`config.mk`:
```
export PLATFORM = sky130hd
export DESIGN_NAME = reset_timeout_sequencer
export DESIGN_NICKNAME = d
export VERILOG_FILES = /design/src/pkg/rst_seq_pkg.sv /design/src/pkg/pin_if.sv /design/src/hdl/pin_filter.sv /design/src/hdl/reset_timeout_sequencer.sv
export SDC_FILE = /design/constraint.sdc
export NUM_CORES = 1
export LEC_CHECK = 0
export ABC_CLOCK_PERIOD_IN_PS = 1700
export BUFFER_PORTS_ARGS = -buffer_cell sky130_fd_sc_hd__buf_2
export CORE_AREA = 2 2 107 109
export CTS_CLUSTER_SIZE = 25
export DETAILED_ROUTE_END_ITERATION = 7
export DIE_AREA = 0 0 109 111
export MAX_ROUTING_LAYER = met4
export PLACE_DENSITY = 0.72
export SLEW_MARGIN = 10
export SYNTH_ARGS = -nofsm -noshare
export SYNTH_HDL_FRONTEND = slang
export SYNTH_SLANG_ARGS = --single-unit
```
`constraint.sdc`:
```
create_clock -name sys_clk -period 1.7 [get_ports sys_clk]
set_input_delay 0.085 -clock sys_clk [delete_from_list [all_inputs] [get_ports sys_clk]]
set_output_delay 0.085 -clock sys_clk [all_outputs]
set_load 0.01 [all_outputs]
```
`src/pkg/rst_seq_pkg.sv`:
```
// constants, encodings and register map of the reset and timeout sequencer
package rst_seq_pkg;

  // clock and time figures
  localparam int CLK_PERIOD_NS = 50;
  localparam int RC_OSC_HZ = 31250;
  localparam int POWER_UP_DELAY_COUNTER_MS = 72;
  localparam int POWER_UP_DELAY_COUNTER_TICKS = POWER_UP_DELAY_COUNTER_MS * RC_OSC_HZ / 1000;
  localparam int OST_TICKS = 1024;
  localparam int CPU_START_NS = 5000;
  localparam int CPU_START_CYC =
    (CPU_START_NS + CLK_PERIOD_NS - 1) / CLK_PERIOD_NS;
  localparam int BOR_MIN_NS = 100000;
  localparam int BOR_MIN_CYC = (BOR_MIN_NS + CLK_PERIOD_NS - 1) / CLK_PERIOD_NS;
  localparam int MASTER_CLEAR_PIN_FILT_NS = 2000;
  localparam int MASTER_CLEAR_PIN_FILT_CYC =
    (MASTER_CLEAR_PIN_FILT_NS + CLK_PERIOD_NS - 1) / CLK_PERIOD_NS;

  // register offsets (byte addresses)
  localparam int ADDR_W = 4;
  localparam logic [ADDR_W-1:0] OFS_CAUSE = 4'h0;
  localparam logic [ADDR_W-1:0] OFS_STATUS = 4'h4;
  localparam logic [ADDR_W-1:0] OFS_CONFIG = 4'h8;

  // power_reset_cause fields
  localparam int CAUSE_BOR_BIT = 0;
  localparam int CAUSE_POR_BIT = 1;
  // status fields
  localparam int STAT_TO_BIT = 0;
  localparam int STAT_PD_BIT = 1;
  localparam int STAT_KIND_LSB = 2;
  localparam int STAT_RST_BIT = 5;
  localparam int STAT_HOLD_BIT = 6;
  // config fields and value after reset
  localparam int CFG_OSC_LSB = 0;
  localparam int CFG_POWER_UP_DELAY_COUNTER_BIT = 3;
  localparam int CFG_BROWN_OUT_ENABLE_CFG_BIT = 4;
  localparam int CFG_MASTER_CLEAR_PIN_SELECT_BIT = 5;
  localparam logic [7:0] CFG_RESET = 8'h3f;

  // axi responses
  localparam logic [1:0] RESP_OKAY = 2'h0;
  localparam logic [1:0] RESP_SLVERR = 2'h2;

  // oscillator modes
  typedef enum logic [2:0] {
    OSC_LOW_POWER = 3'h0,
    OSC_CRYSTAL = 3'h1,
    OSC_HIGH_SPEED = 3'h2,
    OSC_EXT_CLOCK = 3'h3,
    OSC_INT_RC_IO = 3'h4,
    OSC_INT_RC = 3'h5,
    OSC_EXT_RC_IO = 3'h6,
    OSC_EXT_RC = 3'h7
  } osc_mode_t;

  // sequencer states
  typedef enum logic [4:0] {
    ST_RUN = 5'h01,
    ST_BOR_HOLD = 5'h02,
    ST_POWER_UP_DELAY_COUNTER = 5'h04,
    ST_OST = 5'h08,
    ST_CPU = 5'h10
  } seq_state_t;

  // decoded cause of the last reset
  typedef enum logic [2:0] {
    CAUSE_POWER_ON = 3'h0,
    CAUSE_BROWN_OUT = 3'h1,
    CAUSE_WDT_RESET = 3'h2,
    CAUSE_WDT_WAKE = 3'h3,
    CAUSE_MASTER_CLEAR_PIN_SLEEP_INT = 3'h4,
    CAUSE_MASTER_CLEAR_PIN_RUN = 3'h5,
    CAUSE_ILLEGAL = 3'h6
  } cause_t;

endpackage : rst_seq_pkg

```
`src/pkg/pin_if.sv`:
```
// one filtered pin: raw level in, clean level and rising pulse out
`timescale 1ns/100ps
interface pin_if;
  logic raw;
  logic level;
  logic rise;
  modport filt (input raw, output level, output rise);
  modport user (output raw, input level, input rise);
endinterface : pin_if

```
`src/hdl/pin_filter.sv`:
```
// three-stage synchroniser with a stability filter on one pin
`timescale 1ns/100ps
module pin_filter #(
  parameter int STABLE_CYC = 1,
  parameter logic INIT = 1'b0
) (
  // clock and reset
  input wire logic sys_clk,
  input wire logic rstn,
  // filtered pin
  pin_if.filt pin
);
  localparam int CW = $clog2(STABLE_CYC + 1);

  logic s1_reg;
  logic s2_reg;
  logic s3_reg;
  logic [CW-1:0] cnt_reg;
  logic level_reg;
  logic rise_reg;
  logic agree;

  if (STABLE_CYC < 1) begin : g_chk
    $error("pin_filter needs STABLE_CYC of at least 1");
  end

  // synchroniser chain, first stage read only by the second
  always_ff @(posedge sys_clk or negedge rstn)
  begin
    if (!rstn)
    begin
      s1_reg <= INIT;
      s2_reg <= INIT;
      s3_reg <= INIT;
    end
    else
    begin
      s1_reg <= pin.raw;
      s2_reg <= s1_reg;
      s3_reg <= s2_reg;
    end
  end

  assign agree = (s2_reg == s3_reg);

  // new level accepted after a stable run, short pulses dropped
  always_ff @(posedge sys_clk or negedge rstn)
  begin
    if (!rstn)
    begin
      cnt_reg <= '0;
      level_reg <= INIT;
      rise_reg <= 1'b0;
    end
    else
    begin
      rise_reg <= 1'b0;
      if (agree && (s3_reg != level_reg))
      begin
        if (cnt_reg == CW'(STABLE_CYC - 1))
        begin
          cnt_reg <= '0;
          level_reg <= s3_reg;
          rise_reg <= s3_reg;
        end
        else
          cnt_reg <= cnt_reg + 1'b1;
      end
      else
        cnt_reg <= '0;
    end
  end

  assign pin.level = level_reg;
  assign pin.rise = rise_reg;

endmodule : pin_filter

```
`src/hdl/reset_timeout_sequencer.sv`:
```
// reset and start-up timeout sequencer with axi4-lite registers
// Operation
// - master-clear input is glitch filtered; short pulses never reset.
// - watchdog reset acts inside only; master-clear pin is never driven.
// - shared pin is master-clear by default; config bit frees it.
// - power-up delay counts internal rc oscillator edges, nominal 72 ms.
// - core stays in reset while the power-up delay runs.
// - power-up delay config bit: 0 enables, 1 bypasses.
// - oscillator settle counts 1024 edges, after power-up delay ends.
// - settle delay only in crystal modes, on power-on, brown-out, wake.
// - one config bit enables or disables brown-out reset.
// - enabled low supply longer than about 100 us resets device.
// - brown-out holds reset while low, then adds power-up delay.
// - supply dip during post brown-out delay restarts the whole sequence.
// - brown-out enable and power-up delay enable act independently.
// - power-up runs delay, then settle count, release after the last.
// - master-clear held past all delays starts execution at its release.
// - core start-up delay 5-10 us always on power-on, brown-out, wake.
// - cause register bit 0 brown-out flag, bit 1 power-on flag.
// - brown-out reset clears brown-out flag; software sets it again.
// - power-on clears power-on flag, others leave it; software sets it.
// - power-on sets timeout and power-down flags.
// - flags decode to brown-out, watchdog reset, wake, master-clear.
// - resets reset the core; watchdog wake only resumes it.
//
// Design decisions made here: the AXI4-Lite slave port and the register offsets.
`timescale 1ns/100ps
module reset_timeout_sequencer
  import rst_seq_pkg::*;
#(
  parameter int POWER_UP_DELAY_COUNTER_TICKS_P = POWER_UP_DELAY_COUNTER_TICKS,
  parameter int OST_TICKS_P = OST_TICKS,
  parameter int CPU_START_CYC_P = CPU_START_CYC,
  parameter int BOR_MIN_CYC_P = BOR_MIN_CYC,
  parameter int MASTER_CLEAR_PIN_FILT_CYC_P = MASTER_CLEAR_PIN_FILT_CYC
) (
  // clock and reset
  input wire logic sys_clk,
  input wire logic rstn,
  // axi4-lite write
  input wire logic [ADDR_W-1:0] awaddr,
  input wire logic [2:0] awprot,
  input wire logic awvalid,
  output logic awready,
  input wire logic [31:0] wdata,
  input wire logic [3:0] wstrb,
  input wire logic wvalid,
  output logic wready,
  output logic [1:0] bresp,
  output logic bvalid,
  input wire logic bready,
  // axi4-lite read
  input wire logic [ADDR_W-1:0] araddr,
  input wire logic [2:0] arprot,
  input wire logic arvalid,
  output logic arready,
  output logic [31:0] rdata,
  output logic [1:0] rresp,
  output logic rvalid,
  input wire logic rready,
  // pins and analog detectors
  input wire logic master_clear_pin_n,
  input wire logic osc_input_pin,
  input wire logic internal_rc_osc,
  input wire logic power_on_detect,
  input wire logic brown_out_detect,
  // core side
  input wire logic core_sleep,
  input wire logic watchdog_timer_event,
  input wire logic interrupt_wake,
  output logic core_reset,
  output logic core_hold
);
  localparam int PW = $clog2(POWER_UP_DELAY_COUNTER_TICKS_P + 1);
  localparam int OW = $clog2(OST_TICKS_P + 1);
  localparam int CCW = $clog2(CPU_START_CYC_P + 1);

  if (POWER_UP_DELAY_COUNTER_TICKS_P < 1 || OST_TICKS_P < 1 || CPU_START_CYC_P < 1)
  begin : g_chk
    $error("sequencer counts must be at least 1");
  end

  pin_if master_clear_pin_p ();
  pin_if osc_p ();
  pin_if rc_p ();
  pin_if por_p ();
  pin_if bor_p ();

  assign master_clear_pin_p.raw = master_clear_pin_n;
  assign osc_p.raw = osc_input_pin;
  assign rc_p.raw = internal_rc_osc;
  assign por_p.raw = power_on_detect;
  assign bor_p.raw = brown_out_detect;

  pin_filter #(.STABLE_CYC(MASTER_CLEAR_PIN_FILT_CYC_P), .INIT(1'b1)) u_master_clear_pin (
    .sys_clk(sys_clk), .rstn(rstn), .pin(master_clear_pin_p));
  pin_filter #(.STABLE_CYC(1), .INIT(1'b0)) u_osc (
    .sys_clk(sys_clk), .rstn(rstn), .pin(osc_p));
  pin_filter #(.STABLE_CYC(1), .INIT(1'b0)) u_rc (
    .sys_clk(sys_clk), .rstn(rstn), .pin(rc_p));
  pin_filter #(.STABLE_CYC(1), .INIT(1'b0)) u_por (
    .sys_clk(sys_clk), .rstn(rstn), .pin(por_p));
  // low supply must last the minimum time
  pin_filter #(.STABLE_CYC(BOR_MIN_CYC_P), .INIT(1'b0)) u_bor (
    .sys_clk(sys_clk), .rstn(rstn), .pin(bor_p));

  seq_state_t state_reg, state_next;
  logic wake_reg, wake_next;
  logic boot_reg;
  logic sleep_d_reg;
  logic [7:0] cfg_reg;
  logic [PW-1:0] power_up_delay_counter_cnt_reg;
  logic [OW-1:0] ost_cnt_reg;
  logic [CCW-1:0] cpu_cnt_reg;
  logic por_flag_reg;
  logic bor_flag_reg;
  logic timeout_flag_reg;
  logic power_down_flag_reg;
  logic core_reset_reg;
  logic core_hold_reg;
  logic awready_reg, wready_reg, bvalid_reg, arready_reg, rvalid_reg;
  logic aw_got_reg, w_got_reg;
  logic [ADDR_W-1:0] waddr_reg;
  logic [31:0] wdata_reg;
  logic [3:0] wstrb_reg;
  logic [1:0] bresp_reg, rresp_reg;
  logic [31:0] rdata_reg;
  logic por_evt, bor_active, master_clear_pin_active, crystal, power_up_delay_counter_on;
  logic wdt_reset_evt, wake_evt, sleep_entry, start_seq;
  logic power_up_delay_counter_done, ost_done, wr_fire;
  seq_state_t first_stage, after_power_up_delay_counter;
  cause_t cause;

  // event and configuration decode
  assign por_evt = boot_reg | por_p.rise;
  // brown-out gated by its own enable
  assign bor_active = bor_p.level & cfg_reg[CFG_BROWN_OUT_ENABLE_CFG_BIT];
  // freed pin keeps internal master-clear inactive
  assign master_clear_pin_active = cfg_reg[CFG_MASTER_CLEAR_PIN_SELECT_BIT] & ~master_clear_pin_p.level;
  // settle delay only for the crystal modes
  assign crystal = (cfg_reg[CFG_OSC_LSB +: 3] == OSC_LOW_POWER) ||
                   (cfg_reg[CFG_OSC_LSB +: 3] == OSC_CRYSTAL) ||
                   (cfg_reg[CFG_OSC_LSB +: 3] == OSC_HIGH_SPEED);
  // delay bit low enables, high bypasses
  assign power_up_delay_counter_on = ~cfg_reg[CFG_POWER_UP_DELAY_COUNTER_BIT];
  assign wdt_reset_evt = watchdog_timer_event & ~core_sleep & ~por_evt;
  assign wake_evt = (watchdog_timer_event | interrupt_wake) & core_sleep &
                    (state_reg == ST_RUN) & ~por_evt & ~bor_active;
  assign sleep_entry = core_sleep & ~sleep_d_reg;
  // settle count follows the power-up delay
  assign after_power_up_delay_counter = crystal ? ST_OST : ST_CPU;
  assign first_stage = power_up_delay_counter_on ? ST_POWER_UP_DELAY_COUNTER : after_power_up_delay_counter;
  // power-up delay counts rc oscillator edges
  assign power_up_delay_counter_done = (state_reg == ST_POWER_UP_DELAY_COUNTER) & rc_p.rise &
                     (power_up_delay_counter_cnt_reg == PW'(POWER_UP_DELAY_COUNTER_TICKS_P - 1));
  assign ost_done = (state_reg == ST_OST) & osc_p.rise &
                    (ost_cnt_reg == OW'(OST_TICKS_P - 1));

  always_comb
  begin
    state_next = state_reg;
    wake_next = wake_reg;
    start_seq = 1'b0;
    if (por_evt)
    begin
      state_next = first_stage;
      wake_next = 1'b0;
      start_seq = 1'b1;
    end
    // any dip returns to hold and restarts
    else if (bor_active)
    begin
      state_next = ST_BOR_HOLD;
      wake_next = 1'b0;
    end
    else
    begin
      case (state_reg)
        ST_BOR_HOLD:
        begin
          state_next = first_stage;
          start_seq = 1'b1;
        end
        ST_POWER_UP_DELAY_COUNTER:
          if (power_up_delay_counter_done)
            state_next = after_power_up_delay_counter;
        ST_OST:
          if (ost_done)
            state_next = ST_CPU;
        ST_CPU:
          if (cpu_cnt_reg == '0)
          begin
            state_next = ST_RUN;
            wake_next = 1'b0;
          end
        ST_RUN:
          if (wake_evt)
          begin
            state_next = after_power_up_delay_counter;
            wake_next = 1'b1;
            start_seq = 1'b1;
          end
        default:
          state_next = ST_BOR_HOLD;
      endcase
    end
  end

  // sequencer state
  always_ff @(posedge sys_clk or negedge rstn)
  begin
    if (!rstn)
    begin
      state_reg <= ST_RUN;
      wake_reg <= 1'b0;
      boot_reg <= 1'b1;
      sleep_d_reg <= 1'b0;
    end
    else
    begin
      state_reg <= state_next;
      wake_reg <= wake_next;
      boot_reg <= 1'b0;
      sleep_d_reg <= core_sleep;
    end
  end

  // delay counters, cleared outside their own state
  always_ff @(posedge sys_clk or negedge rstn)
  begin
    if (!rstn)
    begin
      power_up_delay_counter_cnt_reg <= '0;
      ost_cnt_reg <= '0;
    end
    else
    begin
      if (state_reg != ST_POWER_UP_DELAY_COUNTER || power_up_delay_counter_done)
        power_up_delay_counter_cnt_reg <= '0;
      else if (rc_p.rise)
        power_up_delay_counter_cnt_reg <= power_up_delay_counter_cnt_reg + 1'b1;
      if (state_reg != ST_OST || ost_done)
        ost_cnt_reg <= '0;
      else if (osc_p.rise)
        ost_cnt_reg <= ost_cnt_reg + 1'b1;
    end
  end

  // core start-up delay, parallel to other timers
  always_ff @(posedge sys_clk or negedge rstn)
  begin
    if (!rstn)
      cpu_cnt_reg <= '0;
    else if (start_seq)
      cpu_cnt_reg <= CCW'(CPU_START_CYC_P);
    else if (cpu_cnt_reg != '0)
      cpu_cnt_reg <= cpu_cnt_reg - 1'b1;
  end

  // merged core reset; held during delays
  // wake holds the core without resetting it
  always_ff @(posedge sys_clk or negedge rstn)
  begin
    if (!rstn)
    begin
      core_reset_reg <= 1'b1;
      core_hold_reg <= 1'b0;
    end
    else
    begin
      core_reset_reg <= ((state_next != ST_RUN) & ~wake_next) |
                        master_clear_pin_active | wdt_reset_evt;
      core_hold_reg <= (state_next != ST_RUN) & wake_next;
    end
  end

  // timeout and power-down flags per reset kind
  always_ff @(posedge sys_clk or negedge rstn)
  begin
    if (!rstn)
    begin
      timeout_flag_reg <= 1'b1;
      power_down_flag_reg <= 1'b1;
    end
    else if (por_evt || bor_active)
    begin
      timeout_flag_reg <= 1'b1;
      power_down_flag_reg <= 1'b1;
    end
    else if (wdt_reset_evt)
    begin
      timeout_flag_reg <= 1'b0;
      power_down_flag_reg <= 1'b1;
    end
    else if (wake_evt && watchdog_timer_event)
    begin
      timeout_flag_reg <= 1'b0;
      power_down_flag_reg <= 1'b0;
    end
    else if (sleep_entry)
    begin
      timeout_flag_reg <= 1'b1;
      power_down_flag_reg <= 1'b0;
    end
  end

  // cause flags; hardware clear wins over software write
  always_ff @(posedge sys_clk or negedge rstn)
  begin
    if (!rstn)
    begin
      por_flag_reg <= 1'b0;
      bor_flag_reg <= 1'b0;
    end
    else
    begin
      if (por_evt)
        por_flag_reg <= 1'b0;
      else if (wr_fire && waddr_reg == OFS_CAUSE && wstrb_reg[0])
        por_flag_reg <= wdata_reg[CAUSE_POR_BIT];
      if (bor_active)
        bor_flag_reg <= 1'b0;
      else if (wr_fire && waddr_reg == OFS_CAUSE && wstrb_reg[0])
        bor_flag_reg <= wdata_reg[CAUSE_BOR_BIT];
    end
  end

  // cause decode from the four flags
  always_comb
  begin
    if (!por_flag_reg)
      cause = (timeout_flag_reg && power_down_flag_reg) ? CAUSE_POWER_ON
                                                        : CAUSE_ILLEGAL;
    else if (!bor_flag_reg && timeout_flag_reg && power_down_flag_reg)
      cause = CAUSE_BROWN_OUT;
    else if (!timeout_flag_reg)
      cause = power_down_flag_reg ? CAUSE_WDT_RESET : CAUSE_WDT_WAKE;
    else if (!power_down_flag_reg)
      cause = CAUSE_MASTER_CLEAR_PIN_SLEEP_INT;
    else
      cause = CAUSE_MASTER_CLEAR_PIN_RUN;
  end

  // write channel: address and data taken in either order
  assign wr_fire = aw_got_reg & w_got_reg & ~bvalid_reg;
  always_ff @(posedge sys_clk or negedge rstn)
  begin
    if (!rstn)
    begin
      awready_reg <= 1'b1;
      wready_reg <= 1'b1;
      aw_got_reg <= 1'b0;
      w_got_reg <= 1'b0;
      bvalid_reg <= 1'b0;
      bresp_reg <= RESP_OKAY;
      waddr_reg <= '0;
      wdata_reg <= '0;
      wstrb_reg <= '0;
    end
    else
    begin
      if (awvalid && awready_reg)
      begin
        waddr_reg <= awaddr;
        aw_got_reg <= 1'b1;
        awready_reg <= 1'b0;
      end
      if (wvalid && wready_reg)
      begin
        wdata_reg <= wdata;
        wstrb_reg <= wstrb;
        w_got_reg <= 1'b1;
        wready_reg <= 1'b0;
      end
      if (wr_fire)
      begin
        bvalid_reg <= 1'b1;
        bresp_reg <= (waddr_reg == OFS_CAUSE || waddr_reg == OFS_STATUS ||
                      waddr_reg == OFS_CONFIG) ? RESP_OKAY : RESP_SLVERR;
      end
      else if (bvalid_reg && bready)
      begin
        bvalid_reg <= 1'b0;
        aw_got_reg <= 1'b0;
        w_got_reg <= 1'b0;
        awready_reg <= 1'b1;
        wready_reg <= 1'b1;
      end
    end
  end

  // configuration register, low byte only
  always_ff @(posedge sys_clk or negedge rstn)
  begin
    if (!rstn)
      cfg_reg <= CFG_RESET;
    else if (wr_fire && waddr_reg == OFS_CONFIG && wstrb_reg[0])
      cfg_reg <= {2'h0, wdata_reg[5:0]};
  end

  // read channel, answer one cycle after the address
  always_ff @(posedge sys_clk or negedge rstn)
  begin
    if (!rstn)
    begin
      arready_reg <= 1'b1;
      rvalid_reg <= 1'b0;
      rdata_reg <= '0;
      rresp_reg <= RESP_OKAY;
    end
    else if (arvalid && arready_reg)
    begin
      arready_reg <= 1'b0;
      rvalid_reg <= 1'b1;
      rresp_reg <= RESP_OKAY;
      rdata_reg <= '0;
      case (araddr)
        OFS_CAUSE:
          rdata_reg <= {30'h0, por_flag_reg, bor_flag_reg};
        OFS_STATUS:
          rdata_reg <= {25'h0, core_hold_reg, core_reset_reg, cause,
                        power_down_flag_reg, timeout_flag_reg};
        OFS_CONFIG:
          rdata_reg <= {24'h0, cfg_reg};
        default:
          rresp_reg <= RESP_SLVERR;
      endcase
    end
    else if (rvalid_reg && rready)
    begin
      rvalid_reg <= 1'b0;
      arready_reg <= 1'b1;
    end
  end

  // outputs straight from flops
  assign awready = awready_reg;
  assign wready = wready_reg;
  assign bvalid = bvalid_reg;
  assign bresp = bresp_reg;
  assign arready = arready_reg;
  assign rvalid = rvalid_reg;
  assign rdata = rdata_reg;
  assign rresp = rresp_reg;
  assign core_reset = core_reset_reg;
  assign core_hold = core_hold_reg;
endmodule : reset_timeout_sequencer

```
After elaboration in Yosys (flattened, before gate mapping)
Index checks and enable logic that the tools add are counted. W data, S select, Z words.

Register bits: 147. Output and inout port bits: 43. Word-level logic and storage cells: 246. Input bits: 65.

Bitwise operators: 31. Add/sub/neg operators: 8. Eq/ne operators: 28. Reductions and logical operators: 45. Mux-type cells: 79.

Operators by type and width (number): $mux W1 (51); $mux W11 (4); $mux W5 (8); $pmux W5 S5 (1); $mux W12 (2); $add A11 B1 Y11 const B (2); $pmux W7 S3 (1); $logic_and A1 B1 Y1 (18); $and A1 B1 Y1 (17); $mux W7 (2); $reduce_bool A2 Y1 (7); $add A12 B1 Y12 const B (1); $eq A12 B12 Y1 const B (1); $mux W3 (4); $mux W6 (2); $eq A11 B10 Y1 const B (1); $eq A11 B11 Y1 const B (1); $not A1 Y1 (10); $reduce_and A2 Y1 (5); $eq A4 B3 Y1 const B (2); $eq A4 B4 Y1 const B (2); $logic_not A4 Y1 (2); $logic_not A7 Y1 (1); $logic_or A1 B1 Y1 (7); 24 further kinds (39).

Longest topological paths before layout
Gate-level depths: netlist (run 1).

Word-level depth: 13. Gate-level depth with buffers: 7. Gate-level depth less buffers: 7.

By module
A second synthesis (run 1) with hierarchy kept.

Cells, all modules: 494. Area total of the unflattened synthesis: 5530.3 sq um.

By module, submodules not included: reset_timeout_sequencer (area each 3863.7 sq um, seq. area each 1944.4 sq um, times used 1, cells each 371); pin_filter at u_bor (area each 760.7 sq um, seq. area each 400.4 sq um, times used 1, cells each 66); pin_filter at u_master_clear_pin (area each 466.7 sq um, seq. area each 280.3 sq um, times used 1, cells each 36); pin_filter at u_osc ... (area each 146.4 sq um, seq. area each 125.1 sq um, times used 3, cells each 7).

Least setup slack after synthesis (run 1)
No wires, ideal clock.

Path type: register to register. Start: register state_reg[4]. End: register core_hold_reg, in the netlist core_hold. Clock period less this slack: 1.830 ns. Buffers on the path: 1. Setup slack: -0.130 ns. Library setup time: 0.130 ns. Arrival: 1.700 ns. Required time: 1.570 ns. Stages on the path, launching flop included: 7. Path through: dfrtp_1 > nor4_2 > nand2_2 > or2_1 > buf_6 > a311oi_4 > nor2b_1.

Cells in the longest elaborated chain, start to end: 10. Elaborated cells between the ends (all ways): 25. Classes of those cells: 6 x eq/ne; 11 x mux; 8 x bitwise.

Ends and longest elaborated chain: from (decl) (RTL line reset_timeout_sequencer.sv:107) `seq_state_t state_reg, state_next;`; from (signal assigned) (RTL line reset_timeout_sequencer.sv:221) `state_reg <= state_next;`; $eq A5 B1 Y1 (RTL line reset_timeout_sequencer.sv:148, reset_timeout_sequencer.sv:178); $and A1 B1 Y1 (RTL line reset_timeout_sequencer.sv:147) `assign wake_evt = (watchdog_timer_event | interrupt_wake) & core_sleep &`; $and A1 B1 Y1 (2 in a row) (RTL line reset_timeout_sequencer.sv:148) `(state_reg == ST_RUN) & ~por_evt & ~bor_active;`; $mux W5 (RTL line reset_timeout_sequencer.sv:197) `if (wake_evt)`; $pmux W5 S5 * (RTL line reset_timeout_sequencer.sv:178) `case (state_reg)`; $mux W5 * (RTL line reset_timeout_sequencer.sv:171) `else if (bor_active)`; $mux W5 * (RTL line reset_timeout_sequencer.sv:164) `if (por_evt)`; via state_next[0] (RTL line reset_timeout_sequencer.sv:107); $ne A5 B1 Y1 * (RTL line reset_timeout_sequencer.sv:273) `core_hold_reg <= (state_next != ST_RUN) & wake_next;`; $and A1 B1 Y1 * (RTL line reset_timeout_sequencer.sv:273); to (signal assigned) (RTL line reset_timeout_sequencer.sv:273); to (decl) (RTL line reset_timeout_sequencer.sv:120) `logic core_hold_reg;`.

The timed path passes the listed nets; every way through them passes the cells marked *. A chain may end at the register's enable or synchronous reset.

Worst setup path in the final report (run 1)
Start: register state_reg[2]. End: register core_hold_reg, in the netlist core_hold.

Same word-level chain as after synthesis.

==> out/qor.yml, run 1 <==
io_pins: 108
grt_max_degree: 70
cts-root-buf: "clkbuf_16"
synth.area.top_cells: "dfrtp_1, dfstp_2, nor2_1, mux2_2, buf_4"
n_antenna_cell: 0
worstPathCellList: "xnor2_1 > or4_4 > a41o_4 > a311oi_4 > nor2b_1"
antenna_found_initial: 0
synth_top_area_cell: "dfrtp_1"
detail-route-antenna-nets: 0
ys_types: 61
largest_register_ffs: 12
clockBufferDepth: 2
wl_met1_um: 4880
first_global_vias: 4180
tns_ps: -2480
grt.total_usage_pct: 21.6
layout.cells.non_filler: 780
die_w_um: 109
final_cell_mix: "dfrtp_1, nor2_1, buf_2"
final_layout_size_suffix_gt1_share_pct: 30.3
cp.depth: 5
core_area_um2: 11100
die_y_um: 111
wire_per_inst_um: 15.2
worstHoldPathType: "in2reg"
slew_violations: 0
drtIter0Drc: 198
synth-seq-area-share_pct: 55.0
maxCapViolCount: 0
ys.flop_type: "dfrtp_1"
initial_core_util_pct: 48.5
r2r-start: "state_reg[2]"
htreeDepth: 4
violations: "negative setup slack"
p_clk_share_pct: 41.5
yosys_warnings: 0
cp_max_fo: 4
gr-total-overflow: 0
seq_power_share_pct: 38.5
power_mw: 9.40
ys_seq_elements: 117
pre_cts_slack_ps: -153
die_area_um2: 12100
path_buf_inv: 0
worstSetupEndpoint: "core_hold"
cp-start-kind: "flip-flop"
cts.sinks: 117
endpoint_kind: "flip-flop"
max_freq_mhz: 530
startpoint: "state_reg[2]"
crit_type: "reg2reg"
async_flop_share_pct: 100
port_buffers: 45
slowest_delay_ps: 440
num_vias: 4065
switchingPower_mw: 2.54
power_leakage_nw: 3.14
vdd_ir_drop_max_mv: 0.997
yosysTopAreaCellShare_pct: 46.1
firstDrtPassIters: 4
hold_viol: 0
clkLatencyLatePin_ps: 410
swShare_pct: 27.1
cts_buffers: 17
r2r_slack_ps: -190
mostFrequentLayoutCell: "dfrtp_1"
viasPerCell: 5.21
critPathRequiredTime_ps: 1980
syn_inst: 498
arrival_ps: 2170
nets: 697
area_delta_synth_final_pct: 31.9
met3_length_um: 466
path_clk_slew_ps: 50
route.detailed.drc: 0
finClkSkew_ps: 7.49
hp-start: "araddr[2]"
avgSynthCellArea_um2: 10.8
floorplan.rows: 39
grt_pass1_wl_um: 19600
cts_tree: "done"
synth_enable_flop_cells: 0
syn_area_um2: 5370
place_inst: 714
finalWirelength_um: 11800
finalWorstSetupSlack_ps: -188
place.gp.congestion: 0.856
outcome: "finished, violations left"
met2_length_um: 6190
slowest_stage: "dfrtp_1"
dr.max_layer_used: "met4"
min_period_ps: 1890
crit_family: "compound AO/OA/AOI/OAI gates"
regToRegEndpoint: "core_hold"
r2r_cells: 5
power_frac_comb_pct: 20.0
final-setup-viol-count: 19
fin_crit_sh_pct: 111
powerDensity_nw_per_um2: 1330
rsz0062_at_grt: "yes"
hpwl_um: 7160
p_int_mw: 6.86
## timing repair
| action | 4_1_cts | 5_1_grt |
|---|---|---|
| hold buffers | 26 | 0 |
| cloned | 0 | 0 |
| setup buffers | 5 | 3 |
| setup endpoints to repair | 28 | 51 |
| hold endpoints to repair | 123 | 0 |
| resized for setup | 14 | 22 |
| pin swaps | 9 | 14 |
## tightest hold or removal path, stage by stage
cell	delay, ps
buf_2	140
nand3_1	70
o21ai_0	70
## layer usage
layer	global-route usage, %	up-vias
met4	8.89	0
met3	6.00	29
met5	-	-
met1	24.9	2011
li1	-	1918
met2	35.4	107
## power groups by stage
stage	Sequential (mW)	Combinational, mW	Clock (mW)
global route	3.67	2.05	4.09
floorplan	3.58	0.994	0
finish	3.62	1.88	3.90
detailed placement	3.61	1.59	0
CTS	3.59	1.78	3.93
global placement	3.59	1.52	0
## Yosys cell counts (all sizes together), types with 3 or more instances
library cell and n:
nand2b 5, nand2 37, ha 8, mux2 19, maj3 3, xnor2 22
inv 21, clkbuf 5, a211oi 5, dfrtp 99, and3 3, nor2b 5
nor2 65, dfstp 18, nor4 6, nand3 21, o21a 3, o21ai 17
buf 31, or2 3, or4 4, nand3b 5, a21o 3, o22ai 3
xor2 14, nand4 7, mux2i 5, nor3 9, a21oi 21
## cells by family (layout without fill, tap and decap cells)
family	count (synthesis)	in the layout	share of synthesized area, %
buf+inv	57	169	6.11
fa+ha+maj	11	11	2.42
flops	117	117	55.0
mux	24	24	4.92
xor+xnor	36	36	5.87
other cells	1	28	0.0698
simple gates	182	182	16.8
compound gates	70	70	8.81
## area by class of cell
| cell class | instances | area [um^2] |
|---|---|---|
| clock buffers | 20 | 447 |
| fillers | 797 | 4000 |
| repair buffers | 116 | 875 |
| multi-input cells | 351 | 2340 |
| inverters | 21 | 78.8 |
| flip-flops and latches | 117 | 2950 |
| well taps | 143 | 179 |
| clock inverters | 12 | 203 |
## through the flow
| stage | hold slack, ps | utilization [%] | area (um^2) |
|---|---|---|---|
| 2_1_floorplan | -211 | - | 5480 |
| 3_3_place_gp | -64.0 | 53.7 | 5950 |
| 3_5_place_dp | -61.4 | 53.7 | 5950 |
| 4_1_cts | 6.97 | 62.9 | 6960 |
| 5_1_grt | 0.898 | 63.9 | 7080 |
| 6_report | 11.7 | 63.9 | 7080 |
## worst min path at each step
stage | cells after the start | slack (ps) | endpoint
after global placement | 1 | -60 | u_osc.pin.level
after global routing | 3 | 0.9 | rdata[6]
after floorplan | 0 | -210 | aw_got_reg
after CTS | 3 | 7 | rdata[6]
final | 3 | 10 | rdata[6]
after detailed placement | 1 | -60 | u_osc.pin.level
(Power assumes the default switching activity.)
==> run 2, diff against run 1 <==
--- a/config.mk
+++ b/config.mk
@@ -7,12 +7,13 @@
 export LEC_CHECK = 0
 export ABC_CLOCK_PERIOD_IN_PS = 1700
 export BUFFER_PORTS_ARGS = -buffer_cell sky130_fd_sc_hd__buf_2
-export CORE_AREA = 2 2 107 109
+export CORE_AREA = 2 2 137 139
 export CTS_CLUSTER_SIZE = 25
 export DETAILED_ROUTE_END_ITERATION = 7
-export DIE_AREA = 0 0 109 111
+export DIE_AREA = 0 0 139 141
 export MAX_ROUTING_LAYER = met4
-export PLACE_DENSITY = 0.72
+export PLACE_DENSITY = 0.47
+export REMOVE_ABC_BUFFERS = 1
 export SLEW_MARGIN = 10
 export SYNTH_ARGS = -nofsm -noshare
 export SYNTH_HDL_FRONTEND = slang
==> out/qor.yml, run 2 (synthesized netlist as in run 1, its figures left out) <==
outcome: "finished, violations left"
violations: "negative setup slack"
final-setup-viol-count: 18  # -1
num_vias: 3944  # -3.0%
cp_max_fo: 6  # +2
crit_type: "reg2reg"
cts_tree: "done"
detail-route-antenna-nets: 0  # unchanged
hpwl_um: 7990  # +12%
largest_register_ffs: 12  # unchanged
worstHoldPathType: "in2reg"
utilization_pct: 39.2  # -25 points
hold_viol: 0  # unchanged
max_freq_mhz: 527  # -0.58%
die_y_um: 141  # +27%
place_inst: 813  # +14%
cp-start-kind: "flip-flop"
power_leakage_nw: 3.15  # +0.41%
hold_ws_ps: 61.7  # +50.1 ps
core_area_um2: 18300  # +65%
wire_per_inst_um: 12.9  # -15%
finalWorstSetupSlack_ps: -199  # -11.0 ps
cts-root-buf: "clkbuf_16"
finClkSkew_ps: 6.55  # -0.944 ps
fin_crit_sh_pct: 112  # +0.65 points
pre_cts_slack_ps: -189  # -36.0 ps
final_cell_mix: "dfrtp_1, nor2_1, buf_4"
grt_pass1_wl_um: 19100  # -2.8%
power_mw: 8.97  # -4.6%
mostFrequentLayoutCell: "dfrtp_1"
initial_core_util_pct: 29.4  # -19 points
drtIter0Drc: 133  # -33%
first_global_vias: 3896  # -6.8%
arrival_ps: 2200  # +30 ps
endpoint_kind: "flip-flop"
cts.sinks: 117  # unchanged
route.detailed.drc: 0  # unchanged
clkLatencyLatePin_ps: 410  # about the same
firstDrtPassIters: 4  # unchanged
n_antenna_cell: 0  # unchanged
die_w_um: 139  # +28%
maxCapViolCount: 0  # unchanged
grt.total_usage_pct: 12.5  # -9.2 points
cts_buffers: 17  # unchanged
floorplan.rows: 50  # +28%
powerDensity_nw_per_um2: 1250  # -5.7%
grt_max_degree: 45  # -36%
antenna_found_initial: 0  # unchanged
nets: 703  # +0.86%
finalWirelength_um: 11300  # -4.5%
port_buffers: 45  # unchanged
io_pins: 108  # unchanged
min_period_ps: 1900  # +11.0 ps
slew_violations: 0  # unchanged
critPathRequiredTime_ps: 2000  # +20 ps
die_area_um2: 19600  # +62%
viasPerCell: 4.50  # -14%
final_layout_size_suffix_gt1_share_pct: 30.3  # about the same
layout.cells.non_filler: 877  # +12%
area_delta_synth_final_pct: 33.3
path_clk_slew_ps: 60  # about the same
vdd_ir_drop_max_mv: 0.700  # -30%
fill_cells: 1801  # +130%
place.gp.congestion: 0.814  # -4.8%
clockBufferDepth: 2  # unchanged
gr-total-overflow: 0  # unchanged
htreeDepth: 4  # unchanged
rsz0062_at_grt: "yes"
run 2: changes by cell type in the layout (fill, tap and decap cells not counted), sizes merged:
cell | before | now
clkbuf | 20 | 23
buf | 90 | 94
clkinvlp | 1 | 2
bufinv | 5 | 2
dlygate4sd3 | 26 | 27
run 2: repair_timing:
action,in CTS,in global routing
endpoints found under the setup margin,30,35
endpoints found under the hold margin,55,0
buffers inserted,1,3
hold buffers,27,0
pin swaps,6,14
gates cloned,0,1
resized for setup,10,22
run 2: routing by layer:
layer	up-vias	global-route usage (%)	share of wire [%]	wire length, um
li1	1931	-	-	-
met1	1922	15.6	47	5340
met2	76	19.4	47	5360
met3	15	3.74	3.8	428
met4	0	4.36	1.6	177
met5	-	-	0	0
run 2: stage by stage:
| stage | TNS, ps | instance area (um^2) |
|---|---|---|
| after floorplan | -904 | 5220 |
| after global placement | -2180 | 6120 |
| after detailed placement | -2590 | 6120 |
| after CTS | -2640 | 7020 |
| after global routing | -4430 | 7160 |
| final | -3130 | 7160 |
run 2: worst max-delay path: stages (launching register included):
cell and delay [ps]:
dfrtp_1 370, or4_1 520, or4_4 520, nand2b_4 150
clkbuf_16 170, nor2_1 50
run 2: worst paths after layout:
check	from	to	slack, ps	depth (start not counted)
setup / recovery	power_up_delay_counter_cnt_reg[9]	power_up_delay_counter_cnt_reg[2]	-200	5
hold / removal	watchdog_timer_event	timeout_flag_reg	60	4
setup reg to reg	power_up_delay_counter_cnt_reg[9]	power_up_delay_counter_cnt_reg[2]	-200	5
hold reg to reg	u_por.s1_reg	u_por.s2_reg	350	0
max in group asynchronous	rstn	timeout_flag_reg	850	3
min in group asynchronous	rstn	u_rc.pin.rise	180	2
run 2: final cells by class:
type	count	area (um^2)	share of cell area, %
Multi-Input combinational cell	351	2330	32.5
Clock buffer	22	474	6.62
Timing Repair Buffer	122	928	13.0
Tap cell	234	293	4.09
Clock inverter	10	105	1.47
Inverter	21	78.8	1.10
Sequential cell	117	2950	41.2
run 2: where the power goes:
| part | total (mW) | switching (mW) | internal, mW |
|---|---|---|---|
| clock network | 3.48 | 1.22 | 2.25 |
| registers | 3.58 | 0.322 | 3.25 |
| logic | 1.91 | 0.919 | 0.992 |
| total | 8.97 | 2.46 | 6.50 |
